===== config.mk =====
export PLATFORM = sky130hd
export DESIGN_NAME = ifsb_top
export DESIGN_NICKNAME = d
export VERILOG_FILES = /design/src/rtl/ifsb_sync.v /design/src/rtl/ifsb_flag_reg.v /design/src/rtl/ifsb_top.v
export VERILOG_INCLUDE_DIRS = /design/src /design/src/rtl
export SDC_FILE = /design/constraint.sdc
export NUM_CORES = 1
export LEC_CHECK = 0
export BUFFER_PORTS_ARGS = -buffer_cell sky130_fd_sc_hd__buf_4
export CAP_MARGIN = 20
export CORE_ASPECT_RATIO = 1.75
export CORE_MARGIN = 2
export CORE_UTILIZATION = 56
export CTS_BUF_LIST = sky130_fd_sc_hd__clkbuf_4 sky130_fd_sc_hd__clkbuf_8 sky130_fd_sc_hd__clkbuf_16
export CTS_CLUSTER_DIAMETER = 30
export DETAILED_ROUTE_END_ITERATION = 10
export PLACE_DENSITY = 0.81
export REMOVE_ABC_BUFFERS = 1
export SYNTH_ARGS = -nofsm -noshare
export SYNTH_HDL_FRONTEND = slang
export SYNTH_SLANG_ARGS = --single-unit

===== constraint.sdc =====
create_clock -name clk -period 1.55 [get_ports clk]
set_clock_uncertainty 0.05 [all_clocks]
set_input_delay 0.2325 -clock clk [delete_from_list [all_inputs] [get_ports clk]]
set_output_delay 0.2325 -clock clk [all_outputs]
set_load 0.03 [all_outputs]

===== src/rtl/ifsb_defines.vh =====
// Offsets, field positions, masks and reset values of the interrupt flag status bank
`ifndef IFSB_DEFINES_VH
`define IFSB_DEFINES_VH

// Register offsets (word index on the plain register port)
`define IFSB_ADDR_W 4
`define IFSB_OFF_FLAG0 4'h0
`define IFSB_OFF_FLAG1 4'h1
`define IFSB_OFF_MASK0 4'h2
`define IFSB_OFF_MASK1 4'h3
`define IFSB_OFF_PEND0 4'h4
`define IFSB_OFF_PEND1 4'h5

// Implemented bit masks; zero positions are unimplemented
`define IFSB_IMPL0 16'h3fef
`define IFSB_IMPL1 16'hfedf

// Reset values
`define IFSB_FLAG_RST 16'h0000
`define IFSB_MASK_RST 16'h0000

// Flag register 0 fields
`define IFSB_F0_EXT_IRQ0 0
`define IFSB_F0_CAPTURE_CH1 1
`define IFSB_F0_COMPARE_CH1 2
`define IFSB_F0_TIMER1 3
`define IFSB_F0_CAPTURE_CH2 5
`define IFSB_F0_COMPARE_CH2 6
`define IFSB_F0_TIMER2 7
`define IFSB_F0_TIMER3 8
`define IFSB_F0_SPI1_FAULT 9
`define IFSB_F0_SPI1_EVENT 10
`define IFSB_F0_UART1_RECEIVE 11
`define IFSB_F0_UART1_TRANSMIT 12
`define IFSB_F0_ADC1_DONE 13

// Flag register 1 fields
`define IFSB_F1_I2C1_SLAVE 0
`define IFSB_F1_I2C1_MASTER 1
`define IFSB_F1_COMPARATOR 2
`define IFSB_F1_CHANGE_NOTIFY 3
`define IFSB_F1_EXT_IRQ1 4
`define IFSB_F1_CAPTURE_CH7 6
`define IFSB_F1_CAPTURE_CH8 7
`define IFSB_F1_COMPARE_CH3 9
`define IFSB_F1_COMPARE_CH4 10
`define IFSB_F1_TIMER4 11
`define IFSB_F1_TIMER5 12
`define IFSB_F1_EXT_IRQ2 13
`define IFSB_F1_UART2_RECEIVE 14
`define IFSB_F1_UART2_TRANSMIT 15

`endif


===== src/rtl/ifsb_sync.v =====
// Two-flop synchroniser for a vector of asynchronous request pins
`timescale 1ns/1ps
`default_nettype none

module ifsb_sync #(
   parameter WIDTH = 16
) (
   input wire clk, // System clock
   input wire resetn, // Asynchronous reset, active low
   input wire [WIDTH-1:0] din, // Asynchronous inputs
   output reg [WIDTH-1:0] dout // Synchronised outputs
);

   reg [WIDTH-1:0] meta_r;

   // First stage feeds only the second stage
   always @(posedge clk or negedge resetn) begin
      if (!resetn) begin
         meta_r <= {WIDTH{1'b0}};
         dout <= {WIDTH{1'b0}};
      end else begin
         meta_r <= din;
         dout <= meta_r;
      end
   end

endmodule // ifsb_sync

`default_nettype wire


===== src/rtl/ifsb_flag_reg.v =====
// One 16-bit bank of sticky hardware-set, write-one-to-clear flags
`timescale 1ns/1ps
`default_nettype none
`include "ifsb_defines.vh"

module ifsb_flag_reg #(
   parameter [15:0] IMPL = 16'hFFFF
) (
   input wire clk, // System clock
   input wire resetn, // Asynchronous reset, active low
   input wire [15:0] req_rise, // One-cycle request events
   input wire clr_en, // Write strobe aimed at this bank
   input wire [15:0] clr_data, // Ones clear the matching flags
   output reg [15:0] flags_r // Current flags
);

   reg [15:0] flags_nxt;

   // Event set wins over a clear in the same cycle; unimplemented bits stay zero
   always @* begin
      flags_nxt = flags_r;
      if (clr_en)
         flags_nxt = flags_nxt & ~clr_data;
      flags_nxt = (flags_nxt | req_rise) & IMPL; // [RL3] [RL5]
   end

   always @(posedge clk or negedge resetn) begin
      if (!resetn)
         flags_r <= `IFSB_FLAG_RST; // [RL4]
      else
         flags_r <= flags_nxt;
   end

endmodule // ifsb_flag_reg

`default_nettype wire


===== src/rtl/ifsb_top.v =====
// Interrupt flag status bank: two flag registers, masks and one interrupt line
//
// The address-and-strobe port and the register offsets were decided locally.
`timescale 1ns/1ps
`default_nettype none
`include "ifsb_defines.vh"

// How it works
// [RL1] Capture channel 1 flag at bank0 bit 1
// [RL2] External irq 0 flag at bank0 bit 0
// [RL3] Request sets flag; stays until software clears
// [RL4] Zero means no request; reset clears all
// [RL5] Unimplemented bits ignore writes, read zero
// [RL6] Bank1 holds listed sources; bits 8,5 unused
module ifsb_top (
   input wire clk, // System clock, 10 MHz
   input wire resetn, // Asynchronous reset, active low
   input wire [3:0] reg_addr, // Register word index
   input wire [15:0] reg_wdata, // Write data
   input wire reg_wr, // Write strobe, one cycle
   input wire reg_rd, // Read strobe, one cycle
   output reg [15:0] reg_rdata, // Read data, valid the cycle after reg_rd
   input wire ext_irq0_req, // External interrupt 0, async pin
   input wire ext_irq1_req, // External interrupt 1, async pin
   input wire ext_irq2_req, // External interrupt 2, async pin
   input wire capture_ch1_req, // Input capture 1 request
   input wire capture_ch2_req, // Input capture 2 request
   input wire capture_ch7_req, // Input capture 7 request
   input wire capture_ch8_req, // Input capture 8 request
   input wire compare_ch1_req, // Output compare 1 request
   input wire compare_ch2_req, // Output compare 2 request
   input wire compare_ch3_req, // Output compare 3 request
   input wire compare_ch4_req, // Output compare 4 request
   input wire timer1_req, // Timer 1 request
   input wire timer2_req, // Timer 2 request
   input wire timer3_req, // Timer 3 request
   input wire timer4_req, // Timer 4 request
   input wire timer5_req, // Timer 5 request
   input wire spi1_fault_req, // SPI1 fault request
   input wire spi1_event_req, // SPI1 event request
   input wire uart1_receive_req, // UART1 receive request
   input wire uart1_transmit_req, // UART1 transmit request
   input wire uart2_receive_req, // UART2 receive request
   input wire uart2_transmit_req, // UART2 transmit request
   input wire adc1_done_req, // Conversion complete request
   input wire change_notify_req, // Change notification request, async
   input wire comparator_req, // Comparator request, async
   input wire i2c1_master_req, // I2C1 master event request
   input wire i2c1_slave_req, // I2C1 slave event request
   output reg irq_r // Interrupt, high while an unmasked flag is set
);

   wire [15:0] flag0;
   wire [15:0] flag1;
   wire [15:0] async_sync;
   reg [15:0] mask0_r;
   reg [15:0] mask1_r;
   reg [15:0] level0_r;
   reg [15:0] level1_r;
   reg [15:0] req0;
   reg [15:0] req1;
   reg [15:0] rdata_nxt;
   wire [15:0] rise0;
   wire [15:0] rise1;
   wire wr_flag0;
   wire wr_flag1;

   // Pins from outside the clock domain go through two flops first
   ifsb_sync #(.WIDTH(16)) u_sync (
      .clk(clk),
      .resetn(resetn),
      .din({11'h000, comparator_req, change_notify_req, ext_irq2_req, ext_irq1_req, ext_irq0_req}),
      .dout(async_sync)
   );

   // Source-to-bit map of bank 0
   always @* begin
      req0 = 16'h0000;
      req0[`IFSB_F0_EXT_IRQ0] = async_sync[0]; // [RL2]
      req0[`IFSB_F0_CAPTURE_CH1] = capture_ch1_req; // [RL1]
      req0[`IFSB_F0_COMPARE_CH1] = compare_ch1_req;
      req0[`IFSB_F0_TIMER1] = timer1_req;
      req0[`IFSB_F0_CAPTURE_CH2] = capture_ch2_req;
      req0[`IFSB_F0_COMPARE_CH2] = compare_ch2_req;
      req0[`IFSB_F0_TIMER2] = timer2_req;
      req0[`IFSB_F0_TIMER3] = timer3_req;
      req0[`IFSB_F0_SPI1_FAULT] = spi1_fault_req;
      req0[`IFSB_F0_SPI1_EVENT] = spi1_event_req;
      req0[`IFSB_F0_UART1_RECEIVE] = uart1_receive_req;
      req0[`IFSB_F0_UART1_TRANSMIT] = uart1_transmit_req;
      req0[`IFSB_F0_ADC1_DONE] = adc1_done_req;
   end

   // Source-to-bit map of bank 1
   always @* begin
      req1 = 16'h0000;
      req1[`IFSB_F1_I2C1_SLAVE] = i2c1_slave_req; // [RL6]
      req1[`IFSB_F1_I2C1_MASTER] = i2c1_master_req; // [RL6]
      req1[`IFSB_F1_COMPARATOR] = async_sync[4]; // [RL6]
      req1[`IFSB_F1_CHANGE_NOTIFY] = async_sync[3]; // [RL6]
      req1[`IFSB_F1_EXT_IRQ1] = async_sync[1]; // [RL6]
      req1[`IFSB_F1_CAPTURE_CH7] = capture_ch7_req; // [RL6]
      req1[`IFSB_F1_CAPTURE_CH8] = capture_ch8_req; // [RL6]
      req1[`IFSB_F1_COMPARE_CH3] = compare_ch3_req; // [RL6]
      req1[`IFSB_F1_COMPARE_CH4] = compare_ch4_req; // [RL6]
      req1[`IFSB_F1_TIMER4] = timer4_req; // [RL6]
      req1[`IFSB_F1_TIMER5] = timer5_req; // [RL6]
      req1[`IFSB_F1_EXT_IRQ2] = async_sync[2]; // [RL6]
      req1[`IFSB_F1_UART2_RECEIVE] = uart2_receive_req; // [RL6]
      req1[`IFSB_F1_UART2_TRANSMIT] = uart2_transmit_req; // [RL6]
   end

   // Previous request levels, so a held request sets its flag only once
   always @(posedge clk or negedge resetn) begin
      if (!resetn) begin
         level0_r <= 16'h0000;
         level1_r <= 16'h0000;
      end else begin
         level0_r <= req0;
         level1_r <= req1;
      end
   end

   // Rising edges are the request events; a level held across a clear does not re-set
   assign rise0 = req0 & ~level0_r; // [RL3]
   assign rise1 = req1 & ~level1_r; // [RL3]

   assign wr_flag0 = reg_wr && (reg_addr == `IFSB_OFF_FLAG0);
   assign wr_flag1 = reg_wr && (reg_addr == `IFSB_OFF_FLAG1);

   // Bank 0 flags
   ifsb_flag_reg #(.IMPL(`IFSB_IMPL0)) u_flag0 (
      .clk(clk),
      .resetn(resetn),
      .req_rise(rise0),
      .clr_en(wr_flag0),
      .clr_data(reg_wdata),
      .flags_r(flag0)
   );

   // Bank 1 flags
   ifsb_flag_reg #(.IMPL(`IFSB_IMPL1)) u_flag1 (
      .clk(clk),
      .resetn(resetn),
      .req_rise(rise1),
      .clr_en(wr_flag1),
      .clr_data(reg_wdata),
      .flags_r(flag1)
   );

   // Mask registers; unimplemented positions cannot be enabled
   always @(posedge clk or negedge resetn) begin
      if (!resetn) begin
         mask0_r <= `IFSB_MASK_RST;
         mask1_r <= `IFSB_MASK_RST;
      end else if (reg_wr) begin
         if (reg_addr == `IFSB_OFF_MASK0)
            mask0_r <= reg_wdata & `IFSB_IMPL0; // [RL5]
         if (reg_addr == `IFSB_OFF_MASK1)
            mask1_r <= reg_wdata & `IFSB_IMPL1; // [RL5]
      end
   end

   // Read mux; unmapped addresses read zero
   always @* begin
      case (reg_addr)
         `IFSB_OFF_FLAG0: rdata_nxt = flag0;
         `IFSB_OFF_FLAG1: rdata_nxt = flag1;
         `IFSB_OFF_MASK0: rdata_nxt = mask0_r;
         `IFSB_OFF_MASK1: rdata_nxt = mask1_r;
         `IFSB_OFF_PEND0: rdata_nxt = flag0 & mask0_r;
         `IFSB_OFF_PEND1: rdata_nxt = flag1 & mask1_r;
         default: rdata_nxt = 16'h0000;
      endcase
   end

   // Read data stands one cycle after the strobe only, zero otherwise
   always @(posedge clk or negedge resetn) begin
      if (!resetn)
         reg_rdata <= 16'h0000;
      else if (reg_rd)
         reg_rdata <= rdata_nxt; // [RL4] [RL5]
      else
         reg_rdata <= 16'h0000;
   end

   // Registered interrupt: lags the flags by one cycle, keeps the output glitch free
   always @(posedge clk or negedge resetn) begin
      if (!resetn)
         irq_r <= 1'b0;
      else
         irq_r <= |(flag0 & mask0_r) || |(flag1 & mask1_r);
   end

endmodule // ifsb_top

`default_nettype wire


==> flow_summary.toml <==
[grt]
grt_usage_pct = 26.5
antenna_found_initial = 0
grt_pass1_wl_um = 16600
grt_pass1_vias = 3318
overflow = 0
grt_max_degree = 48

[logic_synthesis]
synth_fa_ha_area_share_pct = 0
syn_area_um2 = 4260
synth_top_area_share_pct = 63.4
yosys-top-cells-area = "dfrtp_1 (63%), mux2_2 (7.1%), a22o_1 (5.8%)"
synth-simple-area-share_pct = 5.84
synth_warnings = 0
avgSynthCellArea_um2 = 12.5
synth-seq-cells = 108
synth_top_family_by_area = "compound AO/OA/AOI/OAI gates"
synthCells = 342
seq_area_frac_synth_pct = 63.4
synth_xor_xnor_area_share_pct = 0
synth_largest_area_cell = "dfrtp_1"
synth.distinct_cells = 28
synth_compound_area_share_pct = 19.2
muxShareOfSynthArea_pct = 7.14

[sta]
totalNegativeSetupSlack_ps = -12.7
rsz0062_at_grt = "true"
fmax_ghz = 0.640
timing.slew.headroom_pct = 74.0
drv_slew = 0
finalSetupViolCount = 1
fin_crit_ps = 1560
hold_viol = 0
tightest_slew_ps = 390
worst_slack_ps = -12.7
period_share_pct = 101
holdWs_ps = 82.5

[placement]
dp_cells = 513
dp_hpwl_um = 7040
portBuffers = 67
gp_congestion = 0.823
pre_cts_ws_ps = -77.7

[worst_setup_path]
ff2ff_setup_slack_ps = -10
path_cells = "a22oi_1 -> nand4_1 -> or3_1"
critPathKind = "register to register"
critPathRequiredTime_ps = 1720
cp_slowest_cell = "or3_1"
critPathLaunchType = "register"
critPathArrivalTime_ps = 1730
cp_slowest_stage_delay_ps = 440
ff2ff_path_depth = 3
r2r-start = "mask0_r[12]"
cp_top_family = "simple AND/OR/NAND/NOR gates"
path_max_fanout = 4
cp-startpoint = "mask0_r[12]"
worst-path-stages = 3
cp-end-kind = "register"
path_buf_inv = 0
regToRegEndpoint = "irq_r"
endpoint = "irq_r"

[clocking]
clkTransAtPathRegs_ps = 70
htreeDepth = 3
insertion_delay_ps = 350
cts_buffers = 9
cts_buffer_depth = 2
cts_tree = "done"
cts-root-buf = "clkbuf_16"
cts_sinks = 108

[min_path]
hold_path.class = "input port to register"

[die]
ios = 68
start_util_pct = 57.1
die_x_um = 69.9
die_h_um = 119
dieArea_um2 = 8350
rows = 42
core_um2 = 7460

[layout]
final_cells = 558
diodes = 0
drive_above_1_share_pct = 31.3
nNetsFinal = 516
syn_to_final_growth_pct = 33.0
final.fill_count = 481

[drt]
drc_errors = 0
routedWlPerCell_um = 18.5
ant_nets = 0
via_per_inst = 5.84
dr.first_iter.drc_count = 357
drt_first_pass_iters = 5
wirelength_um = 10300
vias = 3258

[pwr]
leakagePower_nw = 2.71
power_density_nw_per_um2 = 1130
ir_drop_mv = 0.945
p_total_mw = 6.42

[outcome]
violations = "setup timing"
outcome = "finished, violations left"

[job]
cap_violations = 0
how the worst min path moves through the flow:
stage,slack (ps),end,depth (start not counted),start
after floorplan,-110,irq_r,0,resetn
after global placement,60,mask1_r[10],1,resetn
after detailed placement,70,u_flag0.flags_r[10],1,resetn
after CTS,80,mask1_r[14],2,reg_wdata[14]
after global routing,70,mask0_r[8],2,reg_wdata[8]
final,80,mask1_r[4],2,reg_wdata[4]
through the flow:
stage / cell area [um^2] / util, %
final: 5670 / 75.9
after global routing: 5670 / 75.9
after CTS: 5660 / 75.8
after detailed placement: 5080 / 68.1
after global placement: 5080 / 68.1
after floorplan: 4180 / -
layout make-up:
class	count	area [um^2]	share of cell area, %
Timing Repair Buffer	127	1070	18.9
Tap cell	88	110	1.94
Clock inverter	4	32.5	0.574
Multi-Input combinational cell	190	1380	24.3
Sequential cell	108	2700	47.7
Clock buffer	12	260	4.59
Inverter	29	109	1.92
cells in the mapped netlist:
master,n
a2bb2oi_1,16
nand3_1,1
inv_1,29
dfrtp_1,108
buf_6,2
buf_2,4
clkbuf_1,6
or2_2,1
nand4_1,4
nor2_4,2
nor2b_1,1
o211a_1,6
a21oi_1,5
a211oi_1,11
mux2_2,27
a221oi_1,1
nor2_1,5
a22o_1,28
a22oi_1,10
buf_1,3
or4b_4,1
nor3_1,2
nand3b_1,1
or3_1,1
a222oi_1,1
o21ai_0,27
nand2_1,34
o21a_1,5
layer usage:
layer	vias up	global-route usage (%)	routed length (um)
li1	1474	-	-
met2	133	47.1	5620
met3	31	5.16	500
met4	0	12.9	379
met5	-	0	0
met1	1620	30.0	3800
cell families (layout without fill, tap and decap cells):
kind of cell / Yosys count / count (layout)
simple gates: 53 / 53
flops: 108 / 108
buf+inv: 44 / 172
mux: 27 / 27
compound gates: 110 / 110
power breakdown:
| group | internal (mW) | switching [mW] | total [mW] | leakage, nW |
|---|---|---|---|---|
| registers | 3.07 | 0.204 | 3.28 | 1.23 |
| logic | 0.520 | 0.424 | 0.944 | 1.33 |
| clock network | 1.20 | 0.998 | 2.20 | 0.139 |
sequential cells by signal, indices dropped and copies added, names as in the netlist:
signal and count:
mask1_r 14, mask0_r 13, irq_r 1, u_sync.dout 5
u_flag0.flags_r 13, level0_r 13, level1_r 14, u_flag1.flags_r 14
u_sync.meta_r 5, reg_rdata 16
cell usage in the layout, fill, tap and decap left out, types with 2 or more instances in the layout:
master	n
clkbuf_8	2
nor2_4	2
o21ai_0	27
nor3_1	2
clkbuf_16	9
dlygate4sd3_1	28
buf_4	95
mux2_2	27
a211oi_1	11
clkinvlp_4	2
o211a_1	6
o21a_1	5
a21oi_1	5
nand4_1	4
a2bb2oi_1	16
inv_1	29
a22o_1	28
buf_12	4
dfrtp_1	108
nor2_1	5
nand2_1	34
a22oi_1	10
timing repair:
action | in CTS | in global routing
gates resized for setup | 1 | 0
buffers inserted | 0 | 1
hold buffers | 28 | 0
endpoints found under the setup margin | 1 | 1
pin swaps | 0 | 2
endpoints found under the hold margin | 52 | 0
Power figures use the tool's default switching activity.
